### src/event_status_map.svh
// Purpose: constants for the event status and enable logic
// Assumes: one clock, commands already parsed into strobes
// Notes: bit positions follow the decimal weights 1 to 128
//
// Summary of operation
// [RULE_01] mask set command applies at execute
// [RULE_02] mask argument limited to 000 through 255
// [RULE_03] summary bit needs flag and enable together
// [RULE_04] separate mask commands OR into the mask
// [RULE_05] mask holds until clear or power-on reset
// [RULE_06] argument zero clears the whole mask
// [RULE_07] weight 1 enables acquisition complete flag
// [RULE_08] weight 2 enables stop event flag
// [RULE_09] weight 4 is query error flag
// [RULE_10] weight 8 is parameter conflict flag
// [RULE_11] weight 16 is invalid option error flag
// [RULE_12] weight 32 is invalid command error flag
// [RULE_13] weight 64 is buffer 75 percent flag
// [RULE_14] weight 128 is power-on flag
// [RULE_15] mask query returns letter and three digits
// [RULE_16] enabled summary raises service request
// [RULE_17] flags stay latched until read or reset
`ifndef EVENT_STATUS_MAP_SVH
`define EVENT_STATUS_MAP_SVH

// ============================================================
// flag positions
`define FLAG_ACQ_DONE 0
`define FLAG_STOP_EVENT 1
`define FLAG_QUERY_ERR 2
`define FLAG_CONFLICT_ERR 3
`define FLAG_EXEC_ERR 4
`define FLAG_CMD_ERR 5
`define FLAG_BUF_THRESH 6
`define FLAG_POWER_ON 7

// ============================================================
// reset values and limits
`define MASK_RESET 8'h00
`define FLAGS_RESET 8'h80
`define FLAGS_POWER_ON 8'h80
`define MASK_ARG_MAX 10'h0FF
`define SPS_SUMMARY_POS 5

// ============================================================
// reply characters
`define REPLY_LETTER 8'h4E
`define ASCII_ZERO 8'h30

`endif

### src/event_status_pkg.sv
// Purpose: shared types for the event status and enable logic
// Assumes: nothing beyond the map header
// Notes: command strobes travel together as one struct
package event_status_pkg;

    // one-cycle command strobes from the command parser
    typedef struct packed {
        logic set_mask;       // mask argument received
        logic execute;        // execute terminator processed
        logic query;          // mask query received
        logic power_on_reset; // power-on reset command
        logic status_read;    // host reads the status flags
        logic [9:0] arg;      // decimal mask argument as binary
    } cmd_t;

    // reply formatter states
    typedef enum logic [2:0] {
        FMT_IDLE,
        FMT_LETTER,
        FMT_HUNDREDS,
        FMT_TENS,
        FMT_UNITS
    } fmt_state_t;

endpackage

### src/event_status_enable_logic.sv
// Purpose: event flags, enable mask, summary bit and service request
// Assumes: commands arrive as decoded one-cycle strobes
// Notes: reply characters leave through a ready/valid byte port
`timescale 1ns/10ps
`include "event_status_map.svh"

module event_status_enable_logic (
    input wire logic clk,
    input wire logic rst,
    input wire logic ce,
    input event_status_pkg::cmd_t cmd,
    input wire logic acq_complete,
    input wire logic stop_event,
    input wire logic query_error,
    input wire logic param_conflict,
    input wire logic invalid_option_error,
    input wire logic invalid_command_error,
    input wire logic buffer_threshold,
    input wire logic srq_event_enable,
    input wire logic reply_ready,
    output logic [7:0] event_enable_mask,
    output logic [7:0] event_status_flags,
    output logic event_summary_bit,
    output logic [7:0] serial_poll_status,
    output logic service_request,
    output logic [7:0] status_data,
    output logic status_valid,
    output logic reply_valid,
    output logic [7:0] reply_char,
    output logic reply_busy
);

    logic [7:0] pend, next_pend;
    logic pend_clr, next_pend_clr;
    logic [7:0] next_mask, next_flags, sets, next_status_data;
    logic next_summary, next_srq, next_status_valid, arg_bad;

    // ============================================================
    // event sources, sampled as pulses or levels
    always_comb begin
        sets = 8'h00;
        sets[`FLAG_ACQ_DONE] = acq_complete; // [RULE_07]
        sets[`FLAG_STOP_EVENT] = stop_event; // [RULE_08]
        sets[`FLAG_QUERY_ERR] = query_error; // [RULE_09]
        sets[`FLAG_CONFLICT_ERR] = param_conflict; // [RULE_10]
        // out-of-range argument counts as an invalid option
        sets[`FLAG_EXEC_ERR] = invalid_option_error | arg_bad; // [RULE_11]
        sets[`FLAG_CMD_ERR] = invalid_command_error; // [RULE_12]
        sets[`FLAG_BUF_THRESH] = buffer_threshold; // [RULE_13]
        sets[`FLAG_POWER_ON] = cmd.power_on_reset; // [RULE_14]
    end

    // ============================================================
    // mask: arguments gather in pend, land on execute
    always_comb begin
        arg_bad = cmd.set_mask && (cmd.arg > `MASK_ARG_MAX); // [RULE_02]
        next_pend = pend;
        next_pend_clr = pend_clr;
        next_mask = event_enable_mask; // [RULE_05]
        if (cmd.set_mask && !arg_bad) begin
            if (cmd.arg == 10'h000) begin
                next_pend = 8'h00; // [RULE_06]
                next_pend_clr = 1'b1;
            end else begin
                next_pend = pend | cmd.arg[7:0]; // [RULE_04]
            end
        end
        if (cmd.execute) begin
            // deferred: nothing reaches the mask before execute
            next_mask = next_pend_clr ? next_pend
                : (event_enable_mask | next_pend); // [RULE_01]
            next_pend = 8'h00;
            next_pend_clr = 1'b0;
        end
        if (cmd.power_on_reset) begin
            next_mask = `MASK_RESET; // [RULE_05]
            next_pend = 8'h00;
            next_pend_clr = 1'b0;
        end
    end

    // ============================================================
    // flags: set wins over the clear of a status read
    always_comb begin
        next_flags = (cmd.status_read ? 8'h00 : event_status_flags)
                     | sets; // [RULE_17]
        next_status_data = cmd.status_read ? event_status_flags
                                           : status_data;
        next_status_valid = cmd.status_read;
        // computed from next values so summary never lags a flag
        next_summary = |(next_flags & next_mask); // [RULE_03]
        next_srq = next_summary && srq_event_enable; // [RULE_16]
    end

    // registers, frozen while ce is low
    always_ff @(posedge clk or posedge rst) begin
        if (rst) begin
            event_enable_mask <= `MASK_RESET;
            pend <= 8'h00;
            pend_clr <= 1'b0;
            event_status_flags <= `FLAGS_RESET; // [RULE_14]
            event_summary_bit <= 1'b0;
            serial_poll_status <= 8'h00;
            service_request <= 1'b0;
            status_data <= 8'h00;
            status_valid <= 1'b0;
        end else if (ce) begin
            event_enable_mask <= next_mask;
            pend <= next_pend;
            pend_clr <= next_pend_clr;
            event_status_flags <= next_flags;
            event_summary_bit <= next_summary;
            serial_poll_status <= 8'(next_summary) << `SPS_SUMMARY_POS;
            service_request <= next_srq;
            status_data <= next_status_data;
            status_valid <= next_status_valid;
        end
    end

    // ============================================================
    // query reply uses the live mask, not pending arguments
    mask_reply_formatter u_reply (
        .clk(clk),
        .rst(rst),
        .ce(ce),
        .start(cmd.query), // [RULE_15]
        .value(event_enable_mask),
        .out_ready(reply_ready),
        .out_valid(reply_valid),
        .out_char(reply_char),
        .busy(reply_busy)
    );
endmodule // event_status_enable_logic

### src/mask_reply_formatter.sv
// Purpose: turns an 8-bit value into letter plus three digits
// Assumes: sink takes one character per cycle with ready
// Notes: a start while busy is ignored
`timescale 1ns/10ps
`include "event_status_map.svh"

module mask_reply_formatter (
    input wire logic clk,
    input wire logic rst,
    input wire logic ce,
    input wire logic start,
    input wire logic [7:0] value,
    input wire logic out_ready,
    output logic out_valid,
    output logic [7:0] out_char,
    output logic busy
);

    event_status_pkg::fmt_state_t state, next_state;
    logic [7:0] held, next_held;
    logic [7:0] next_char;
    logic next_valid;

    // ascii digit of one decimal place, place weight 100, 10 or 1
    function automatic logic [7:0] digit(input logic [7:0] v,
                                         input logic [7:0] w);
        logic [7:0] d;
        d = (v / w) % 8'h0A;
        return `ASCII_ZERO + d;
    endfunction

    // ============================================================
    // sequencer: character advances only when the sink took it
    always_comb begin
        next_state = state;
        next_held = held;
        next_char = out_char;
        next_valid = out_valid;
        case (state)
            event_status_pkg::FMT_IDLE: begin
                if (start) begin
                    next_held = value; // snapshot, later changes ignored
                    next_char = `REPLY_LETTER;
                    next_valid = 1'b1;
                    next_state = event_status_pkg::FMT_LETTER;
                end
            end
            event_status_pkg::FMT_LETTER: begin
                if (out_ready) begin
                    next_char = digit(held, 8'h64);
                    next_state = event_status_pkg::FMT_HUNDREDS;
                end
            end
            event_status_pkg::FMT_HUNDREDS: begin
                if (out_ready) begin
                    next_char = digit(held, 8'h0A);
                    next_state = event_status_pkg::FMT_TENS;
                end
            end
            event_status_pkg::FMT_TENS: begin
                if (out_ready) begin
                    next_char = digit(held, 8'h01);
                    next_state = event_status_pkg::FMT_UNITS;
                end
            end
            event_status_pkg::FMT_UNITS: begin
                if (out_ready) begin
                    next_valid = 1'b0;
                    next_char = 8'h00;
                    next_state = event_status_pkg::FMT_IDLE;
                end
            end
            default: begin
                next_state = event_status_pkg::FMT_IDLE;
                next_valid = 1'b0;
            end
        endcase
    end

    // registers, frozen while ce is low
    always_ff @(posedge clk or posedge rst) begin
        if (rst) begin
            state <= event_status_pkg::FMT_IDLE;
            held <= 8'h00;
            out_char <= 8'h00;
            out_valid <= 1'b0;
            busy <= 1'b0;
        end else if (ce) begin
            state <= next_state;
            held <= next_held;
            out_char <= next_char;
            out_valid <= next_valid;
            busy <= next_state != event_status_pkg::FMT_IDLE;
        end
    end

endmodule // mask_reply_formatter

### config.mk
export PLATFORM = sky130hd
export DESIGN_NAME = event_status_enable_logic
export DESIGN_NICKNAME = d
export VERILOG_FILES = /design/src/event_status_pkg.sv /design/src/event_status_enable_logic.sv /design/src/mask_reply_formatter.sv
export VERILOG_INCLUDE_DIRS = /design/src
export SDC_FILE = /design/constraint.sdc
export NUM_CORES = 1
export LEC_CHECK = 0
export BUFFER_PORTS_ARGS = -buffer_cell sky130_fd_sc_hd__buf_2
export CAP_MARGIN = 10
export CORE_MARGIN = 5
export CORE_UTILIZATION = 45
export CTS_BUF_LIST = sky130_fd_sc_hd__clkbuf_4
export DETAILED_ROUTE_END_ITERATION = 7
export GPL_TIMING_DRIVEN = 0
export HOLD_SLACK_MARGIN = 0.02
export PLACE_DENSITY = 0.68
export SYNTH_ARGS = -nofsm -noshare
export SYNTH_HDL_FRONTEND = slang
export SYNTH_SLANG_ARGS = --single-unit
export TNS_END_PERCENT = 20
### constraint.sdc
create_clock -name clk -period 3.05 [get_ports clk]
set_clock_uncertainty 0.1 [all_clocks]
set_input_delay 0.305 -clock clk [delete_from_list [all_inputs] [get_ports clk]]
set_output_delay 0.305 -clock clk [all_outputs]
set_load 0.005 [all_outputs]
# Yosys cells after proc, flatten, opt, wreduce, memory -nomap -nowiden
# Index checks and enable logic that the tools add are counted.
# classes
bitwise,6
muxes,27
n_reduce_logical,14
eq_ne,9
n_div,5
order_cmp,1
addsub,3
# ops
op,n
$mux W8,13
$pmux W8 S5,1
$add A6 B8 Y8 const A,3
$mod A8 B4 Y8 const B,3
$or A8 B8 Y8,3
$mux W3,5
$pmux W3 S5,1
$gt A10 B8 Y1 const B,1
$logic_not A10 Y1,1
$ne A2 B2 Y1 const B,5
$and A8 B8 Y8,1
$div A8 B4 Y8 const B,1
$div A8 B7 Y8 const B,1
$reduce_or A8 Y1,1
$reduce_and A7 Y1,1
$eq A3 B2 Y1 const B,2
$mux W1,6
$reduce_bool A5 Y1,1
$reduce_and A4 Y1,1
$eq A3 B1 Y1 const B,1
$eq A3 B3 Y1 const B,1
$logic_and A1 B1 Y1,3
$logic_not A3 Y1,1
$pmux W1 S3,1
7 further kinds,7
# totals
register_bits,57

# Longest topological paths before layout
# logic_depth
depth_word,12
depth_mapped,16
ltp_nobuf,15

# Modules after synthesis
# Synthesis repeated with hierarchy kept, for this count alone.
# hier_totals
cells_unflattened,421
hier_area_um2,3865.0
# modules_own_cells
module,cells_per_inst,n_inst,area_per_inst_um2,seq_area_each_um2
mask_reply_formatter,253,1,2075.7,525.5
event_status_enable_logic,168,1,1789.2,902.1

# Worst setup path before layout
# Ideal clock, no wire load.
# synth_path
path_kind,register -> register
startpoint,reg u_reply.held[5]
endpoint,reg u_reply.out_char[6]
stages_incl_launch_ff,16
t_arrival_ns,2.941
setup_ns,0.110
slack_ns,-0.101
n_path_buf,0
path_cell_list,dfrtp_1 and2b_1 o21ai_0 a21oi_1 ha_1 nand2_1 nor3_1 o2111ai_1 a21o_1 ha_1 nor2b_1 o21ai_0 mux2i_1 ha_1 and3b_1 o41ai_1
# synth_between
elab_chain_len,5
# synth_rtl
item,line,source
start: declaration,mask_reply_formatter.sv:20,"logic [7:0] held, next_held;"
start signal: assignment,mask_reply_formatter.sv:90,held <= next_held;
$div A8 B4 Y8 / $div A8 B7 Y8 (equally long branches),mask_reply_formatter.sv:28,d = (v / w) % 8'h0A;
$mod A8 B4 Y8,mask_reply_formatter.sv:28,
$add A6 B8 Y8 (no source line),-,
$mux W8 (on tied branches),"mask_reply_formatter.sv:55, mask_reply_formatter.sv:49",
$pmux W8 S5 (*),mask_reply_formatter.sv:39,case (state)
end signal: assignment,mask_reply_formatter.sv:91,out_char <= next_char;
end: declaration,mask_reply_formatter.sv:15,"output logic [7:0] out_char,"
# Mark *: on every way between the ends. The rest lies on a longest branch, timed or not. The select of a mux whose other input is x is not followed.
# A chain may end at the register's enable or synchronous reset.

# Worst setup path after layout
# layout_path
startpoint,reg u_reply.held[7]
endpoint,reg u_reply.out_char[6]
# Same word-level chain as after synthesis.

==> impl_metrics.toml <==
[detailed_routing]
num_vias = 3450
postRouteAntennaNets = 0
drtIter0Drc = 180
route.final.wire_length_um = 9890
via_per_inst = 5.67
dr_pass1_iterations = 5
wl_per_cell_um = 16.3
detail_route.drc_violations = 0

[synthesis]
post_synth_most_frequent_cells = "dfrtp_1 (56), nand2_1 (42), o21ai_0 (24), nor2_1 (18), clkbuf_1 (16)"
postSynthCellCount = 394
yosys.area.top_type = "dfrtp_1"
synth.area.mux_share_pct = 5.14
synth_seq_area_share_pct = 39.4
synth-edff-count = 0
synth_async_sr_flop_share_pct = 100
post_synth_xor_area_fraction_pct = 1.69
yosys.area.top_type_share_pct = 38.6
yosys.cell_count.top_type = "dfrtp_1"
avgSynthCellArea_sq_um = 9.21
largest_family_of_logic_cells_by_synthesized_area = "compound AO/OA/AOI/OAI gates"
synthSimpleGateAreaFrac_pct = 18.0
post_synth_fa_ha_maj_area_fraction_pct = 2.00
postSynthRegisterBits = 57
synth_cell_types = 76
ys.warnings.count = 0
area_fraction_in_compound_gates_after_synthesis_pct = 27.3
syn_area_sq_um = 3630
synth_ff_type = "dfrtp_1"
synthTopCellsByArea = "dfrtp_1 (39%), nand2_1 (4.3%), mux2_2 (3.7%)"

[worst_hold_path]
min_path_type = "in2reg"
min_delay_worst_endpoint = "service_request$_DFFE_PP0P_"
worstHoldStart = "srq_event_enable"
worstHoldPathCells = 2

[run]
max_cap_viol_count = 0

[die]
die_w_um = 99.8
boundaryPins = 72
initial_utilization_pct = 46.5
chip_height_um = 99.8
die_area_sq_um = 9960
fp-row-count = 32
coreArea_sq_um = 7810

[clock_tree]
path_clk_slew_ns = 0.11
clock_insertion_delay_worst_skew_ns = 0.39
numCtsBuffers = 9
clock_path_buffers = 2
cts.root.buffer_cell = "clkbuf_4"
clock_sink_count = 57
tritoncts = "built"
cts.htree.levels = 3

[status]
run_status = "finished, violations left"
failing_checks = "negative setup slack"

[sta]
transition_time_of_the_tightest_slew_check_pin_ns = 0.746
rsz_0062_raised_after_global_routing = "true"
setup_viol_count_final = 3
achievable-frequency_ghz = 0.303
final_critical_path_setup_slack_ns = -0.249
period_minus_slack_ns = 3.30
fin_crit_sh_pct = 108
maxSlewViolCount = 0
worst_slew_margin_rel_pct = 50.2
final-hold-violation-count = 0

[setup_path]
cp_data_arrival_time_ns = 3.49
timing.critical_path.required_ns = 3.24
critPathMaxFanout = 5
regToRegSetupSlack_ns = -0.25
worst_r2r_end = "u_reply.out_char[6]$_DFFE_PP0P_"
r2r_cells = 14
endpoint_kind = "flip-flop"
setup.worst_path.start_class = "flip-flop"
timing_worst_setup_path_type = "reg2reg"
critical_path.reg2reg.startpoint = "u_reply.held[7]$_DFFE_PP0P_"

[finish]
syn2layout_area_growth_pct = 28.5
postLayoutCoreUtil_pct = 59.7
design_area_sq_um = 4660
design.final.nets = 533
num_antenna_cells = 0
fin_cells = 608
drive_gt1_share_pct = 35.6

[power_and_ir_drop]
power.density_cell_area_nw_per_um2 = 897
ir_worst_vdd_mv = 0.389
p_leak_nw = 2.15

[global_routing]
first_pass_grt_wire_length_um = 16700
grt_util_all_layers_pct = 20.4
groute.layer.met2.usage_pct = 34.1
grt_util_met3_pct = 5.35
grt_max_degree = 34
grt_busiest_layer = "met2"
number_of_global_route_vias_before_repair = 3487
use_met1_pct = 26.7
globalRoute.totalOverflow = 0
number_of_antenna_violations_at_the_first_check_in_global_routing = 0

[placement]
place.port_buffers = 64
dp.final_hpwl_um = 7010
place.gp.congestion = 0.862
total_placed_cells_including_tap_cells = 567
dpl_cell_area_sq_um = 4150
[cells in the final DEF, fill, tap and decap left out, types with 4 or more instances in the layout]
cell / n
o21ai_1: 6
o21ai_0: 21
clkbuf_1: 15
conb_1: 7
nand2_1: 41
inv_1: 11
nor2b_1: 5
clkbuf_4: 10
dfrtp_1: 54
nor3_1: 9
a22o_1: 10
mux2_2: 12
mux2i_1: 4
nand3_1: 4
nand2b_1: 9
nand3b_1: 4
a21o_1: 11
o22ai_1: 4
a32oi_1: 9
o2bb2ai_1: 11
nor2_1: 16
xnor2_1: 6
buf_2: 68
a21oi_1: 14
o31ai_1: 5
buf_4: 32
[timing repair]
item | 4_1_cts | 5_1_grt
pin swaps | 14 | 9
endpoints found under the hold margin | 32 | 0
setup endpoints to repair | 2 | 7
buffers inserted | 22 | 2
hold buffers | 1 | 0
gates resized for setup | 32 | 9
cloned | 0 | 0
[state kept, by name (all words and copies together), names as in the netlist]
register / count
event_enable_mask: 8
event_status_flags: 8
pend: 8
status_data: 8
u_reply.held: 8
u_reply.out_char: 8
u_reply.state: 3
event_summary_bit: 1
pend_clr: 1
service_request: 1
status_valid: 1
u_reply.busy: 1
u_reply.out_valid: 1
[through the flow]
step | hold slack, ns | worst slack (ns) | TNS, ns | power [mW]
after floorplan | 0.338 | -0.0108 | -0.0108 | 2.51
after global placement | 0.358 | -0.354 | -0.585 | 2.93
after detailed placement | 0.366 | -0.360 | -0.661 | 2.99
after CTS | 0.0257 | -0.150 | -0.274 | 4.03
after global routing | 0.0221 | -0.378 | -1.12 | 4.51
final | 0.0421 | -0.249 | -0.514 | 4.18
[metal layers]
metal | part of all wire [%] | vias up
met5 | 0 | -
met4 | 1.1 | 0
met3 | 7.1 | 15
met2 | 49 | 133
met1 | 42 | 1633
li1 | - | 1669
[worst max-delay path: stages (launching register included)]
cell       delay [ns]
dfrtp_2          0.48
buf_6            0.15
buf_4            0.13
or3b_4           0.37
a22oi_2          0.18
o32a_4           0.23
o2111ai_4        0.14
buf_4            0.17
buf_4            0.13
o21bai_4         0.21
and3b_1          0.24
o21ai_2          0.08
ha_2             0.21
and3b_1          0.17
o41ai_2          0.21
[kinds of logic (layout without fill, tap and decap cells)]
kind of cell / Yosys count / after routing
AOI/OAI and AO/OA: 134 / 134
other: 1 / 7
adders and majority gates: 6 / 6
xor gates and xnor gates: 7 / 7
muxes: 17 / 17
DFF: 57 / 57
and+or+nand+nor: 124 / 124
buffers and inverters: 48 / 154
[cell type report]
class	instances	area, sq um
well taps	102	128
repair buffers	90	542
multi-input cells	295	2190
plain buffers	33	178
inverters	15	57.6
clock inverters	6	60.1
clock buffers	10	75.1
fillers	691	3150
flip-flops and latches	57	1430
[worst max-delay path by stage]
stage,cells past startpoint,from,endpoint,slack (ns)
after floorplan,16,u_reply.held[5]$_DFFE_PP0P_,u_reply.out_char[6]$_DFFE_PP0P_,-0.01
after global placement,16,u_reply.held[5]$_DFFE_PP0P_,u_reply.out_char[6]$_DFFE_PP0P_,-0.35
after detailed placement,16,u_reply.held[7]$_DFFE_PP0P_,u_reply.out_char[6]$_DFFE_PP0P_,-0.36
after CTS,16,u_reply.held[7]$_DFFE_PP0P_,u_reply.out_char[6]$_DFFE_PP0P_,-0.15
after global routing,16,u_reply.held[4]$_DFFE_PP0P_,u_reply.out_char[6]$_DFFE_PP0P_,-0.38
final,14,u_reply.held[7]$_DFFE_PP0P_,u_reply.out_char[6]$_DFFE_PP0P_,-0.25
[power by group]
| part | total (mW) | switching [mW] | internal (mW) |
|---|---|---|---|
| clock | 0.545 | 0.290 | 0.255 |
| combinational | 2.61 | 1.37 | 1.24 |
| sequential | 1.03 | 0.119 | 0.910 |
(Power assumes the default switching activity.)
